==> src/hw/srs_pkg.sv <==
// package for the shift/rotate/swap unit
// assumes an 8-bit datapath and a one-hot-free opcode from the decoder
package srs_pkg;
	localparam int SRS_DATA_W = 8;
	localparam logic [7:0] SRS_ACC_RST = 8'h00;
	localparam logic SRS_FLAG_RST = 1'b0;
	localparam int SRS_MSB_POS = 7;
	localparam int SRS_LSB_POS = 0;
	localparam int SRS_NIB_W = 4;

	typedef enum logic [3:0] {
		SRS_OP_NONE,
		SRS_OP_SHR_ACC,
		SRS_OP_RRC_ACC,
		SRS_OP_SHR_MEM,
		SRS_OP_RRC_MEM,
		SRS_OP_SHL_ACC,
		SRS_OP_RLC_ACC,
		SRS_OP_SHL_MEM,
		SRS_OP_RLC_MEM,
		SRS_OP_SWAP_ACC
	} srs_op_t;

	typedef struct packed {
		logic zero_flag;
		logic carry_flag;
		logic auxiliary_carry_flag;
		logic overflow_flag;
	} srs_flags_t;

	typedef struct packed {
		logic       wr_en;
		logic [7:0] addr;
		logic [7:0] data;
	} srs_mem_wr_t;
endpackage

==> src/hw/srs_shifter.sv <==
// combinational one-place shifter with a carry in and carry out
// assumes the caller picks direction and fill; no state here
`timescale 1ns/1ps
module srs_shifter #(
	parameter int W = 8
) (
	input  wire logic [W-1:0] val_in,
	input  wire logic         left_in,
	input  wire logic         fill_in,
	output logic      [W-1:0] res_out,
	output logic              cout_out
);
	initial begin
		if (W < 2) $error("srs_shifter needs W >= 2");
	end
	always_comb begin
		if (left_in) begin
			res_out  = {val_in[W-2:0], fill_in};
			cout_out = val_in[W-1];
		end else begin
			res_out  = {fill_in, val_in[W-1:1]};
			cout_out = val_in[0];
		end
	end
endmodule

==> src/hw/srs_unit.sv <==
// shift, rotate and nibble swap unit of an 8-bit core datapath
// assumes the decoder holds op and address stable while op_valid is high,
// and data memory returns read data one cycle after the read strobe
`timescale 1ns/1ps
module srs_unit
	import srs_pkg::*;
#(
	parameter int DATA_W = SRS_DATA_W
) (
	input  wire logic                    clk_in,
	input  wire logic                    rst_n_in,
	input  wire logic                    clk_en_in,
	input  wire srs_pkg::srs_op_t        op_in,
	input  wire logic                    op_valid_in,
	input  wire logic [7:0]              mem_addr_in,
	input  wire logic [DATA_W-1:0]       mem_rd_data_in,
	input  wire logic                    acc_load_in,
	input  wire logic [DATA_W-1:0]       acc_load_data_in,
	input  wire logic                    flags_load_in,
	input  wire srs_pkg::srs_flags_t     flags_load_data_in,
	output logic                         op_ready_out,
	output logic                         op_done_out,
	output logic                         mem_rd_en_out,
	output logic [7:0]                   mem_rd_addr_out,
	output srs_pkg::srs_mem_wr_t         mem_wr_out,
	output logic [DATA_W-1:0]            accumulator_out,
	output srs_pkg::srs_flags_t          flags_out
);
	import srs_pkg::*;

	initial begin
		if (DATA_W != SRS_DATA_W) $error("srs_unit supports 8-bit data only");
	end

	typedef enum logic [1:0] {
		SRS_ST_IDLE,
		SRS_ST_READ,
		SRS_ST_WRITE
	} srs_state_t;

	function automatic logic op_is_mem(input srs_op_t op);
		op_is_mem = (op == SRS_OP_SHR_MEM) || (op == SRS_OP_RRC_MEM) ||
			(op == SRS_OP_SHL_MEM) || (op == SRS_OP_RLC_MEM);
	endfunction

	function automatic logic op_is_left(input srs_op_t op);
		op_is_left = (op == SRS_OP_SHL_ACC) || (op == SRS_OP_RLC_ACC) ||
			(op == SRS_OP_SHL_MEM) || (op == SRS_OP_RLC_MEM);
	endfunction

	function automatic logic op_is_rot(input srs_op_t op);
		op_is_rot = (op == SRS_OP_RRC_ACC) || (op == SRS_OP_RLC_ACC) ||
			(op == SRS_OP_RRC_MEM) || (op == SRS_OP_RLC_MEM);
	endfunction

	function automatic logic op_is_shift(input srs_op_t op);
		op_is_shift = (op != SRS_OP_NONE) && (op != SRS_OP_SWAP_ACC);
	endfunction

	srs_state_t          state_r;
	srs_state_t          state_nxt;
	logic [DATA_W-1:0]   acc_r;
	logic [DATA_W-1:0]   acc_nxt;
	srs_flags_t          flags_r;
	srs_flags_t          flags_nxt;
	srs_mem_wr_t         wr_r;
	srs_mem_wr_t         wr_nxt;
	logic                done_r;
	logic                done_nxt;
	logic [7:0]          addr_r;
	logic [7:0]          addr_nxt;
	srs_op_t             op_r;
	srs_op_t             op_nxt;

	logic [DATA_W-1:0]   sh_src;
	logic [DATA_W-1:0]   sh_res;
	logic                sh_cout;
	logic                sh_fill;
	logic                sh_left;
	srs_op_t             cur_op;

	// memory ops use the latched opcode; accumulator ops use the live one
	assign cur_op  = (state_r == SRS_ST_READ) ? op_r : op_in;
	assign sh_left = op_is_left(cur_op);
	// rotates pull the old carry in, plain shifts pull zero
	assign sh_fill = op_is_rot(cur_op) & flags_r.carry_flag;
	assign sh_src  = (state_r == SRS_ST_READ) ? mem_rd_data_in : acc_r;

	srs_shifter #(
		.W (DATA_W)
	) u_shifter (
		.val_in   (sh_src),
		.left_in  (sh_left),
		.fill_in  (sh_fill),
		.res_out  (sh_res),
		.cout_out (sh_cout)
	);

	always_comb begin
		state_nxt = state_r;
		acc_nxt   = acc_r;
		flags_nxt = flags_r;
		wr_nxt    = '0;
		done_nxt  = 1'b0;
		addr_nxt  = addr_r;
		op_nxt    = op_r;
		case (state_r)
			SRS_ST_IDLE: begin
				if (op_valid_in && op_is_mem(op_in)) begin
					// three-cycle form: read now, shift next cycle, write strobe out the cycle after
					addr_nxt  = mem_addr_in;
					op_nxt    = op_in;
					state_nxt = SRS_ST_READ;
				end else if (op_valid_in && op_in == SRS_OP_SWAP_ACC) begin
					// no flag touched by swap
					acc_nxt = {acc_r[SRS_NIB_W-1:0],
						acc_r[DATA_W-1:SRS_NIB_W]};
					done_nxt = 1'b1;
				end else if (op_valid_in && op_is_shift(op_in)) begin
					acc_nxt = sh_res;
					// only carry moves; zero flag kept even on zero result
					flags_nxt.carry_flag = sh_cout;
					done_nxt = 1'b1;
				end else begin
					// direct loads from the rest of the core when no op runs
					if (acc_load_in) begin
						acc_nxt = acc_load_data_in;
					end
					if (flags_load_in) begin
						flags_nxt = flags_load_data_in;
					end
				end
			end
			SRS_ST_READ: begin
				wr_nxt.wr_en = 1'b1;
				wr_nxt.addr  = addr_r;
				wr_nxt.data  = sh_res;
				flags_nxt.carry_flag = sh_cout;
				state_nxt = SRS_ST_WRITE;
			end
			SRS_ST_WRITE: begin
				done_nxt  = 1'b1;
				state_nxt = SRS_ST_IDLE;
			end
			default: begin
				state_nxt = SRS_ST_IDLE;
			end
		endcase
	end

	always_ff @(posedge clk_in or negedge rst_n_in) begin
		if (!rst_n_in) begin
			state_r <= SRS_ST_IDLE;
			acc_r   <= SRS_ACC_RST;
			flags_r <= {4{SRS_FLAG_RST}};
			wr_r    <= '0;
			done_r  <= 1'b0;
			addr_r  <= 8'h00;
			op_r    <= SRS_OP_NONE;
		end else if (clk_en_in) begin
			state_r <= state_nxt;
			acc_r   <= acc_nxt;
			flags_r <= flags_nxt;
			wr_r    <= wr_nxt;
			done_r  <= done_nxt;
			addr_r  <= addr_nxt;
			op_r    <= op_nxt;
		end
	end

	// read strobe combinational so data is back by the next edge
	assign mem_rd_en_out   = (state_r == SRS_ST_IDLE) && op_valid_in &&
		op_is_mem(op_in);
	assign mem_rd_addr_out = mem_addr_in;
	assign op_ready_out    = (state_r == SRS_ST_IDLE);
	assign op_done_out     = done_r;
	assign mem_wr_out      = wr_r;
	assign accumulator_out = acc_r;
	assign flags_out       = flags_r;
endmodule

==> config.mk <==
export PLATFORM = sky130hd
export DESIGN_NAME = srs_unit
export DESIGN_NICKNAME = d
export VERILOG_FILES = /design/src/hw/srs_pkg.sv /design/src/hw/srs_shifter.sv /design/src/hw/srs_unit.sv
export SDC_FILE = /design/constraint.sdc
export NUM_CORES = 1
export LEC_CHECK = 0
export BUFFER_PORTS_ARGS = -buffer_cell sky130_fd_sc_hd__clkbuf_2
export CAP_MARGIN = 20
export CORE_AREA = 2 2 70 72
export DETAILED_ROUTE_END_ITERATION = 10
export DIE_AREA = 0 0 72 74
export PLACE_DENSITY = 0.84
export SYNTH_ARGS = -nofsm -noshare
export SYNTH_HDL_FRONTEND = slang
export SYNTH_SLANG_ARGS = --single-unit
==> constraint.sdc <==
create_clock -name clk_in -period 6.6 [get_ports clk_in]
set_input_delay 0.66 -clock clk_in [delete_from_list [all_inputs] [get_ports clk_in]]
set_output_delay 0.66 -clock clk_in [all_outputs]
set_load 0.05 [all_outputs]
==> reports/metrics.cfg <==
[yosys]
syn_area_mm2 = 0.00244
synth_seq_cells = 44
synth.largest_area_cell = dfrtp_1
syn_nets = 281
synth_top_area_share_pct = 45.1
synth.avg_cell_area_um2 = 10.1
yosys_warnings = 0
synth_area_leaders = dfrtp_1, mux2_2, mux2i_1, o21ai_0, inv_1
synth.distinct_cells = 42
syn_inst = 243
synth-seq-area-share_pct = 45.1

[floorplan]
row_count = 25
dieArea_mm2 = 0.00533
pin_count = 78
start_util_pct = 53.1
die_h_um = 74
chipWidth_um = 72
core_mm2 = 0.00460

[layout]
layoutNonFillerInstCount = 362
drive_above_1_share_pct = 37.3
utilization_pct = 62.7
nets = 345
final_cell_mix = clkbuf_2, dfrtp_1, inv_1
final_common_cell = clkbuf_2
antenna_cells = 0
n_fill_cell = 390
areaGrowthSynthToFinish_pct = 18.0

[grt]
grt_pass1_wl_um = 8740
grt_pass1_vias = 1849
antenna_found_initial = 0
overflow = 0
grt_max_degree = 45
grt_usage_pct = 21.1

[clocking]
post_cts_buffers = 0
insertion_delay_ps = 290
cts_buffers = 5
cts_tree = done
cts_root_buf = clkbuf_8
clkSinkCount = 44
path_clk_slew_ps = 90
cts_max_level = 2
clock_path_buffers = 2
cts_resized = 0
hold_buffers = 0

[power_and_ir_drop]
max-vdd-ir-drop_v = 0.000139
power_mw = 0.862
cellPowerDensity_mw_per_mm2 = 299
power_leakage_nw = 1.37

[worst_setup_path]
start_kind = register
regToRegEndpoint = accumulator_out[3]
path_class = register to register
reg2reg_slack_ps = 3930
required_ps = 6830
path_max_fanout = 17
worstSetupEndpointType = register
r2r_cells = 6
r2r-start = state_r[0]
cp_data_arrival_time_ps = 2900

[timing]
finalHoldViolCount = 0
rsz0062_at_grt = false
post-route-min-period_ps = 2670
finClkSkew_ps = 6.41
finalSetupTns_ps = 0
worstMarginPinSlew_ps = 953
maxClockFrequency_mhz = 375
relSlewSlack_pct = 35.9
slew_viol_final = 0
setup_viol = 0
timing.final.crit_share_pct = 40.4

[drt]
wire_per_inst_um = 15.3
routed.top_layer = met4
wl_met3_um = 304
drc = 0
drtAntennaViolNets = 0
drt_iter0_drc = 220
drtPass1Iterations = 4
routed_via_density = 5.67
drt-total-wl_um = 5520
via_count = 2053
met1Wirelength_um = 2360
wl_met2_um = 2730

[outcome]
status = completed

[place]
placedCellCount = 353
place_hpwl_um = 4100
portBuffers = 77
gp_congestion = 0.869

[worst_hold_path]
worstHoldPathType = input port to async pin

[job]
drv_cap = 0

-- flip-flops by register name, indices dropped and copies added (netlist names) --
signal           flops
accumulator_out      8
addr_r               8
flags_out            4
mem_wr_out          17
op_done_out          1
op_r                 4
state_r              2
-- metrics by stage --
step,hold WS (ps),area [µm²],worst slack [ps]
3_5_place_dp,493,2770,3970
4_1_cts,514,2860,3950
6_report,249,2880,3930
3_3_place_gp,484,2770,4030
2_1_floorplan,364,2440,3560
5_1_grt,265,2880,3740
-- worst max-delay path by stage --
stage	end	depth (start not counted)	startpoint
3_3_place_gp	mem_rd_en_out	6	op_in[1]
3_5_place_dp	accumulator_out[4]	6	state_r[0]
4_1_cts	accumulator_out[4]	6	state_r[0]
6_report	accumulator_out[3]	6	state_r[0]
2_1_floorplan	mem_rd_en_out	5	op_in[3]
5_1_grt	accumulator_out[4]	6	state_r[0]
-- worst max-delay path, stage by stage, from the launching register on --
cell	delay, ps
dfrtp_1	480
nor2b_4	510
mux2i_4	360
mux2i_2	500
mux2_2	410
o2111ai_1	190
o21a_1	140
-- logic make-up (layout without fill, tap and decap cells) --
logic type             Yosys count  count (layout)  share of synthesized area, %
XOR/XNOR                         1               1                         0.358
buffers and inverters           44             109                          8.91
AO/OA/AOI/OAI                   62              62                          16.5
AND/OR/NAND/NOR                 56              56                          11.5
flip-flops                      44              44                          45.1
multiplexers                    36              36                          17.7
-- layout make-up --
cell class	instances	area (µm²)	area share, %
clock inverter	2	15.0	0.521
sequential	44	1100	38.2
tap	54	67.6	2.34
inverter	23	86.3	2.99
timing repair buffer	78	405	14.1
multi-input combinational	155	1120	39.0
clock buffer	6	82.6	2.86
-- where the power goes --
group | internal [mW] | total [mW] | switching (mW)
combinational | 0.109 | 0.322 | 0.214
clock | 0.0847 | 0.176 | 0.0916
sequential | 0.322 | 0.364 | 0.0417
-- cell usage after synthesis, drive strengths merged --
cell / count
a21boi: 1
a21oi: 10
a221oi: 2
and2: 1
and3: 1
and3b: 1
buf: 14
clkbuf: 7
dfrtp: 44
inv: 23
mux2: 22
mux2i: 13
mux4: 1
nand2: 14
nand2b: 1
nand3: 13
nand4b: 1
nor2: 15
nor2b: 3
nor3: 2
nor3b: 1
nor4bb: 2
o2111ai: 5
o211ai: 1
o21a: 7
o21ai: 21
o221ai: 2
o22a: 1
o22ai: 7
o31a: 2
o31ai: 2
o32ai: 1
or2: 1
xor2: 1
-- per-layer routing --
metal,up-vias,global-route usage [%]
li1,987,-
met1,979,28.6
met2,77,34.5
met3,10,3.52
met4,0,7.97
met5,-,0
(Power assumes the default switching activity.)
